## src/rtl/pic_map.svh

```systemverilog
// Purpose: Named constants of the priority interrupt controller
// Assumes: Included by its bare name
// Notes:   Field codes, level codes and reset values
`ifndef PIC_MAP_SVH
`define PIC_MAP_SVH
// ==========================================================
// Priority field and level encodings
`define PIC_FLD_OFF     2'h0
`define PIC_FIXED_LVL   2'h3
`define PIC_FAST_LVL    2'h2
`define PIC_LVL0        2'h0
`define PIC_LVL1        2'h1
// ==========================================================
// Serviced level codes
`define PIC_CODE_NONE   2'h0
`define PIC_CODE_L0     2'h1
`define PIC_CODE_L1     2'h2
`define PIC_CODE_L23    2'h3
// ==========================================================
// Reset values
`define PIC_BOOT_ADDR   21'h000000
`define PIC_VEC_RST     7'h00
`endif

```

## src/rtl/pic_pkg.sv

```systemverilog
// Purpose: Types of the priority interrupt controller
// Assumes: Nothing
// Notes:   Constants live in pic_map.svh
package pic_pkg;
  // ==========================================================
  // Shared types
  typedef logic [1:0] pic_lvl_t;   // Level, mask or field
  typedef logic [6:0] pic_vec_t;   // Vector number
  typedef enum logic {PIC_RUN, PIC_SLEEP} pic_pwr_t;
endpackage

```

## src/rtl/pic_arbiter.sv

```systemverilog
// Purpose: Priority interrupt arbiter with fast-interrupt vectoring
// Assumes: Inputs synchronous to CLOCK; registers are plain ports
// Notes:   Notes on behaviour follow
// Notes on behaviour
// RULE1 - Each source above the fixed ones gets a programmable priority level
// RULE2 - Lowest source number wins within a level
// RULE3 - Normal vector is base concatenated with number
// RULE4 - Core mask gates which levels are presented
// RULE5 - Serviced level encoded as two-bit code
// RULE6 - Fast only on match and level two
// RULE7 - Fast vector taken from slot address pair
// RULE8 - Software programs level, match and address
// RULE9 - Two independent fast slots
// RULE10 - Fast decision ready before core fetches
// RULE11 - Core starts fast handling unless subroutine jump
// RULE12 - Pending request asks clocks restart in sleep
// RULE13 - Boot address driven after reset
// RULE14 - Request flag and jump address to core
// RULE15 - Highest enabled level chosen first
// RULE16 - Field 00 disables non-fixed sources, others levels 1-3
// RULE17 - External lines level sensitive while asleep
// RULE18 - Only pre-sleep enabled requests wake core
`timescale 1ns/1ps
`default_nettype none
`include "pic_map.svh"
module pic_arbiter #(
  parameter int NUM_SRC   = 82,  // Number of sources
  parameter int NUM_FIXED = 2,   // Sources of fixed level
  parameter int EXT_A_IDX = 2,   // Source of external line a
  parameter int EXT_B_IDX = 3,   // Source of external line b
  parameter int BASE_W    = 14   // Vector base width
) (
  input  wire logic                   CLOCK,
  input  wire logic                   RST_N,
  input  wire logic                   CE,
  input  wire logic [NUM_SRC-1:0]     IRQ_SRC,
  input  wire logic                   EXT_INT_LINE_A_N,
  input  wire logic                   EXT_INT_LINE_B_N,
  input  wire logic                   EXT_A_FALL_EDGE,
  input  wire logic                   EXT_B_FALL_EDGE,
  input  wire logic [2*NUM_SRC-1:0]   PRIORITY_LEVEL_REGS,
  input  wire logic [BASE_W-1:0]      VECTOR_BASE_REG,
  input  wire pic_pkg::pic_vec_t      FAST_MATCH_REG_0,
  input  wire pic_pkg::pic_vec_t      FAST_MATCH_REG_1,
  input  wire logic [15:0]            FAST_VECTOR_LOW_REG_0,
  input  wire logic [15:0]            FAST_VECTOR_LOW_REG_1,
  input  wire logic [BASE_W-10:0]     FAST_VECTOR_HIGH_REG_0,
  input  wire logic [BASE_W-10:0]     FAST_VECTOR_HIGH_REG_1,
  input  wire pic_pkg::pic_lvl_t      CORE_STATUS_MASK_BITS,
  input  wire logic                   IRQ_ACK,
  input  wire logic                   LOW_POWER,
  output logic                        INT_REQ,
  output logic [BASE_W+6:0]           VECTOR_ADDR,
  output pic_pkg::pic_vec_t           VECTOR_NUM,
  output logic                        FAST_INT,
  output pic_pkg::pic_lvl_t           SERVICED_LEVEL_CODE,
  output logic                        WAKE_REQ
);
  import pic_pkg::*;

  // ==========================================================
  // Declarations
  logic [NUM_SRC-1:0]  en;          // Source enabled now
  logic [NUM_SRC-1:0]  en_snap_r;   // Enables at sleep entry
  logic [NUM_SRC-1:0]  act;         // Active and enabled
  pic_lvl_t            lvl [NUM_SRC]; // Level per source
  logic [1:0]          ext_lat_r;   // Falling-edge latches
  logic [1:0]          ext_prev_r;  // Previous line levels
  logic [1:0]          ext_lvl;     // Active-high line levels
  logic [1:0]          ext_edge;    // Edge mode per line
  logic [1:0]          ext_req;     // Line request seen
  logic [1:0]          ext_clr;     // Latch cleared by ack
  pic_pwr_t            pwr_r;       // Power state
  logic                found;       // Some request permitted
  pic_lvl_t            best_lvl;    // Winning level
  pic_vec_t            best_idx;    // Winning number
  logic                hit0;        // Fast slot 0 matches
  logic                hit1;        // Fast slot 1 matches
  pic_lvl_t            win_lvl_r;   // Level of presented request
  logic                boot_r;      // Boot address still shown

  assign ext_lvl  = {~EXT_INT_LINE_B_N, ~EXT_INT_LINE_A_N};
  assign ext_edge = {EXT_B_FALL_EDGE, EXT_A_FALL_EDGE};

  // ==========================================================
  // Per-source level decode and request qualification
  genvar gi;
  generate
    for (gi = 0; gi < NUM_SRC; gi++) begin : g_src
      logic raw;  // Request before enable
      // Fixed sources sit at top level, others from field
      assign lvl[gi] = (gi < NUM_FIXED) ? `PIC_FIXED_LVL
                     : PRIORITY_LEVEL_REGS[2*gi +: 2]; // RULE1
      // Field 00 disables the source unless it is a fixed source
      assign en[gi] = (gi < NUM_FIXED) ||
                      (PRIORITY_LEVEL_REGS[2*gi +: 2] != `PIC_FLD_OFF); // RULE16
      assign raw = (gi == EXT_A_IDX) ? ext_req[0]
                 : (gi == EXT_B_IDX) ? ext_req[1] : IRQ_SRC[gi];
      // Asleep, only enables captured at entry count
      assign act[gi] = raw && ((pwr_r == PIC_SLEEP) ? en_snap_r[gi] : en[gi]); // RULE18
    end
  endgenerate

  // ==========================================================
  // External lines: edge latch awake in edge mode, level in level mode or while asleep
  always_comb begin
    for (int k = 0; k < 2; k++) begin
      if (pwr_r == PIC_SLEEP || !ext_edge[k]) begin
        ext_req[k] = ext_lvl[k]; // RULE17
      end else begin
        ext_req[k] = ext_lat_r[k];
      end
    end
  end

  // Ack of the line's own vector clears its latch
  assign ext_clr[0] = IRQ_ACK && INT_REQ && (VECTOR_NUM == 7'(EXT_A_IDX));
  assign ext_clr[1] = IRQ_ACK && INT_REQ && (VECTOR_NUM == 7'(EXT_B_IDX));

  // Edge latch; a new edge wins over a clear
  always_ff @(posedge CLOCK) begin
    if (!RST_N) begin
      ext_lat_r  <= 2'h0;
      ext_prev_r <= 2'h0;
    end else if (CE) begin
      ext_prev_r <= ext_lvl;
      ext_lat_r  <= (ext_lat_r & ~ext_clr) | (ext_lvl & ~ext_prev_r);
    end
  end

  // ==========================================================
  // Arbitration: highest level, then lowest number
  always_comb begin
    found    = 1'b0;
    best_lvl = `PIC_FLD_OFF;
    best_idx = `PIC_VEC_RST;
    // Descending scan so ties fall to the lowest number
    for (int i = NUM_SRC-1; i >= 0; i--) begin
      if (act[i] && (lvl[i] >= CORE_STATUS_MASK_BITS) && // RULE4
          (!found || lvl[i] >= best_lvl)) begin // RULE15 RULE2
        found    = 1'b1;
        best_lvl = lvl[i];
        best_idx = 7'(i);
      end
    end
  end

  // Fast slot matching, slot 0 first
  assign hit0 = (best_idx == FAST_MATCH_REG_0) && (best_lvl == `PIC_FAST_LVL); // RULE6 RULE9
  assign hit1 = (best_idx == FAST_MATCH_REG_1) && (best_lvl == `PIC_FAST_LVL); // RULE6 RULE9

  // ==========================================================
  // Request and vector presented to the core
  always_ff @(posedge CLOCK) begin
    if (!RST_N) begin
      INT_REQ     <= 1'b0;
      VECTOR_ADDR <= `PIC_BOOT_ADDR; // RULE13
      VECTOR_NUM  <= `PIC_VEC_RST;
      FAST_INT    <= 1'b0;
      win_lvl_r   <= `PIC_FLD_OFF;
      boot_r      <= 1'b1;
    end else if (CE) begin
      INT_REQ <= found; // RULE14
      if (found) begin
        boot_r     <= 1'b0;
        VECTOR_NUM <= best_idx;
        win_lvl_r  <= best_lvl;
        FAST_INT   <= hit0 || hit1; // RULE10
        if (hit0) begin
          VECTOR_ADDR <= {FAST_VECTOR_HIGH_REG_0, FAST_VECTOR_LOW_REG_0}; // RULE7
        end else if (hit1) begin
          VECTOR_ADDR <= {FAST_VECTOR_HIGH_REG_1, FAST_VECTOR_LOW_REG_1}; // RULE7
        end else begin
          VECTOR_ADDR <= {VECTOR_BASE_REG, best_idx}; // RULE3
        end
      end else if (boot_r) begin
        VECTOR_ADDR <= `PIC_BOOT_ADDR; // RULE13
      end
    end
  end

  // ==========================================================
  // Serviced level code, taken on core acknowledge
  always_ff @(posedge CLOCK) begin
    if (!RST_N) begin
      SERVICED_LEVEL_CODE <= `PIC_CODE_NONE;
    end else if (CE && IRQ_ACK && INT_REQ) begin
      case (win_lvl_r) // RULE5
        `PIC_LVL0: SERVICED_LEVEL_CODE <= `PIC_CODE_L0;
        `PIC_LVL1: SERVICED_LEVEL_CODE <= `PIC_CODE_L1;
        default: SERVICED_LEVEL_CODE <= `PIC_CODE_L23;
      endcase
    end
  end

  // ==========================================================
  // Power state, enable snapshot and wake request
  always_ff @(posedge CLOCK) begin
    if (!RST_N) begin
      pwr_r     <= PIC_RUN;
      en_snap_r <= '0;
      WAKE_REQ  <= 1'b0;
    end else if (CE) begin
      WAKE_REQ <= (pwr_r == PIC_SLEEP) && (|act); // RULE12
      case (pwr_r)
        PIC_RUN: begin
          // Capture enables on entry
          if (LOW_POWER) begin
            pwr_r     <= PIC_SLEEP;
            en_snap_r <= en; // RULE18
          end
        end
        PIC_SLEEP: begin
          if (!LOW_POWER) begin
            pwr_r <= PIC_RUN;
          end
        end
        default: pwr_r <= PIC_RUN;
      endcase
    end
  end
endmodule
`default_nettype wire

```

## config.mk

```make
export PLATFORM = sky130hd
export DESIGN_NAME = pic_arbiter
export DESIGN_NICKNAME = d
export VERILOG_FILES = /design/src/rtl/pic_pkg.sv /design/src/rtl/pic_arbiter.sv
export VERILOG_INCLUDE_DIRS = /design/src /design/src/rtl
export SDC_FILE = /design/constraint.sdc
export NUM_CORES = 1
export LEC_CHECK = 0
export BUFFER_PORTS_ARGS = -buffer_cell sky130_fd_sc_hd__buf_2
export CORE_MARGIN = 5
export CORE_UTILIZATION = 39
export CTS_CLUSTER_DIAMETER = 150
export DETAILED_ROUTE_END_ITERATION = 6
export SYNTH_ARGS = -nofsm -noshare
export SYNTH_HDL_FRONTEND = slang
export SYNTH_SLANG_ARGS = --single-unit
export TNS_END_PERCENT = 20
```

## constraint.sdc

```tcl
create_clock -name CLOCK -period 325.6 [get_ports CLOCK]
set_input_delay 16.28 -clock CLOCK [delete_from_list [all_inputs] [get_ports CLOCK]]
set_output_delay 16.28 -clock CLOCK [all_outputs]
set_load 0.01 [all_outputs]
```

==> out/results.ini <==
[status]
status = complete, but fails checks
violations = design-rule violations

[route]
via_per_inst = 5.91
drtIter0Drc = 1521
vias = 21094
wl_um = 70700
antenna_left = 0
dr.pass1.iters = 7
route.detailed.drc = 5
wl_per_cell_um = 19.8

[clocking]
clock-sinks = 122
cts_tree = done
path_clk_slew_ns = 0.08
cts-resized-gates = 0
h-tree-depth = 4
insertion_delay_ns = 0.50
cts.path.max_buffers = 2
cts_hold_buffers = 0
postCtsSetupBuffers = 0
cts-root-buf = clkbuf_16
numCtsBuffers = 17

[min_path]
min_path_type = reg -> reg
hold_path_depth = 2
holdCritStartpoint = boot_r
whs_endpoint = boot_r

[power]
ir_drop_mv = 0.00302
power_density_nw_per_um2 = 4.26
power.total_uw = 91.1
leakage_uw = 0.00958

[setup_path]
critPathSlowestCell = a2111oi_4
critPathMaxStageDelay_ns = 1.21
required_ns = 326.02
start_kind = input port
crit_fanout = 21
reg2reg_from = pwr_r
r2r_slack_ns = 204.77
r2r_cells = 551
reg2reg_to = VECTOR_ADDR[18]
criticalPathCategory = in -> reg
cp.arrival_ns = 136.57
cp_common_cell = ha_1
worst_setup_path_end_kind = flip-flop
cp-startpoint = CORE_STATUS_MASK_BITS[0]

[yosys]
synthCells = 2619
async_flop_share = 0
synthDistinctLibCells = 109
synth_ff_type = dfxtp_1
syn-cell-area_um2 = 18400
synthesis.nets = 3193
yosys.area.top_type_share = 0.168
synth_edf_count = 0
ys.warnings.count = 0
yosysSeqAreaShare = 0.133
synth_area_leaders = ha_1 (17%), dfxtp_1 (13%), nor2_1 (7.3%)
synth.largest_area_cell = ha_1
syn_avg_cell_area_um2 = 7.04
ys_ff_latch = 122

[die]
die_w_um = 227
core-area_um2 = 46700
start_util = 0.395
row_count = 79
die-area_um2 = 51700
io_pins = 360
die_h_um = 227

[timing]
period_needed_ns = 136.15
clock_skew_ns = 0.0123
worst_slew_pin_slew_ns = 1.37
finalCritPeriodShare = 0.418
final_max_slew_viol_count = 0
hold_viol = 0
slew-limit-headroom = 0.0889
tns_ns = 0
rsz0062_at_grt = no
max_freq_mhz = 7.34
hold_slack_ns = 0.460
finalSetupViolCount = 0

[grt]
grt-ovfl-total = 0
grt_pass1_vias = 19875
grt_pass1_wl_um = 108000
grt_max_degree = 74
grt_util_all_layers = 0.262
antenna_found_initial = 14

[cells_and_area]
utilization = 0.458
multi_input_area_um2 = 15200
syn2layout_area_growth_pct = 16.0
nNetsFinal = 3514
drive_gt1_frac = 0.167
ff_latch_area_um2 = 2450
fill_cells = 4786
instances_no_fill = 3568

[placed_design]
place.gp.congestion = 0.949
dp_hpwl_um = 57000
io_buffers = 353
placedCellCount = 3528

[job]
max_cap_viol_count = 0

==> cell families after synthesis <==
group,synth area share
buffers and inverters,0.0423
AOI/OAI and AO/OA,0.301
xor gates and xnor gates,0.00523
DFF,0.133
adders and majority gates,0.175
muxes,0.0306
and+or+nand+nor,0.313
==> sequential cells by signal (all words and copies together) (netlist names) <==
name / flops
FAST_INT: 1
pwr_r: 1
INT_REQ: 1
ext_prev_r: 2
SERVICED_LEVEL_CODE: 2
ext_lat_r: 2
boot_r: 1
VECTOR_ADDR: 21
en_snap_r: 81
win_lvl_r: 2
WAKE_REQ: 1
VECTOR_NUM: 7
==> metal layers <==
layer,global-route usage,part of all wire,vias to the layer above
met5,0,0.0011,-
met4,0.0970,0.034,12
met3,0.0464,0.054,143
met2,0.431,0.47,621
met1,0.345,0.45,9942
li1,-,-,10376
==> report_power, final <==
part / leakage, uW / internal (uW) / switching, uW
Combinational: 0.00830 / 22.1 / 32.6
Clock: 0.000279 / 10.2 / 9.76
Sequential: 0.00101 / 16.0 / 0.613
Total: 0.00958 / 48.2 / 42.9
==> cells in the final DEF, fill, tap and decap left out, types with 11 or more instances in the layout <==
cell type / instances
nor3_1: 50
a22oi_1: 42
o21ai_0: 138
a21boi_0: 11
dfxtp_1: 121
or2_2: 26
ha_1: 247
o21ai_1: 30
a31oi_1: 27
buf_4: 16
nand4_1: 31
maj3_1: 13
and3_1: 29
o21a_1: 30
nand3_1: 43
o31ai_1: 25
buf_2: 352
nand2_1: 285
mux2i_1: 36
inv_1: 124
clkbuf_16: 17
and2_1: 25
o31a_1: 12
nor2_1: 359
o311ai_0: 19
nor2b_1: 13
nand2b_1: 212
a21o_1: 30
mux2_2: 18
a211oi_1: 93
o22ai_1: 14
nor4_1: 14
o211ai_1: 21
a21oi_1: 176
or3_1: 20
==> how the worst max path moves through the flow <==
stage                     cells after the start              end  slack (ns)
after floorplan                             555   VECTOR_ADDR[0]      207.44
after global placement                      552  VECTOR_ADDR[18]      192.59
after detailed placement                    553  VECTOR_ADDR[18]      191.16
after CTS                                   553  VECTOR_ADDR[11]      191.12
after global routing                        562  VECTOR_ADDR[19]      179.79
final                                       553  VECTOR_ADDR[18]      189.45
==> cell usage after synthesis, drive strengths merged (7+ instances only) <==
| library cell | n |
|---|---|
| and2 | 25 |
| o31a | 12 |
| a211oi | 95 |
| o211ai | 22 |
| nand2b | 212 |
| o21a | 31 |
| nor4 | 16 |
| nand2 | 285 |
| mux2i | 36 |
| nor3 | 55 |
| clkbuf | 49 |
| inv | 126 |
| a211o | 8 |
| buf | 17 |
| a22o | 8 |
| o22ai | 15 |
| o21ai | 169 |
| nor2 | 361 |
| or3 | 20 |
| nor2b | 13 |
| a21o | 30 |
| a21oi | 179 |
| a311oi | 7 |
| nand3 | 44 |
| nor4b | 8 |
| a22oi | 43 |
| or2 | 29 |
| and3 | 29 |
| o311ai | 31 |
| nor3b | 8 |
| nand4 | 31 |
| a21boi | 13 |
| a31oi | 29 |
| o21bai | 7 |
| o31ai | 26 |
| mux2 | 18 |
| maj3 | 13 |
| dfxtp | 122 |
| or4 | 8 |
| ha | 247 |
==> stage by stage <==
step / cell area (um2) / setup slack [ns]
after floorplan: 18400 / 207.44
after global placement: 20800 / 192.59
after detailed placement: 20800 / 191.16
after CTS: 21400 / 191.12
after global routing: 21400 / 179.79
final: 21400 / 189.45
==> critical path: cells and delay by family <==
family / cells / cell delay, ns
and+or+nand+nor: 206 / 32.48
adders and majority gates: 92 / 25.80
buffers and inverters: 17 / 1.72
AOI/OAI and AO/OA: 216 / 52.65
muxes: 21 / 7.37
xor gates and xnor gates: 1 / 0.19
==> area by class of cell <==
cell class | instances | area share
repair buffers | 368 | 0.0880
clock buffers | 17 | 0.0199
flip-flops and latches | 122 | 0.114
multi-input cells | 2305 | 0.712
diodes | 8 | 0.000936
well taps | 607 | 0.0355
clock inverters | 15 | 0.00685
inverters | 126 | 0.0222
Power figures use the tool's default switching activity.
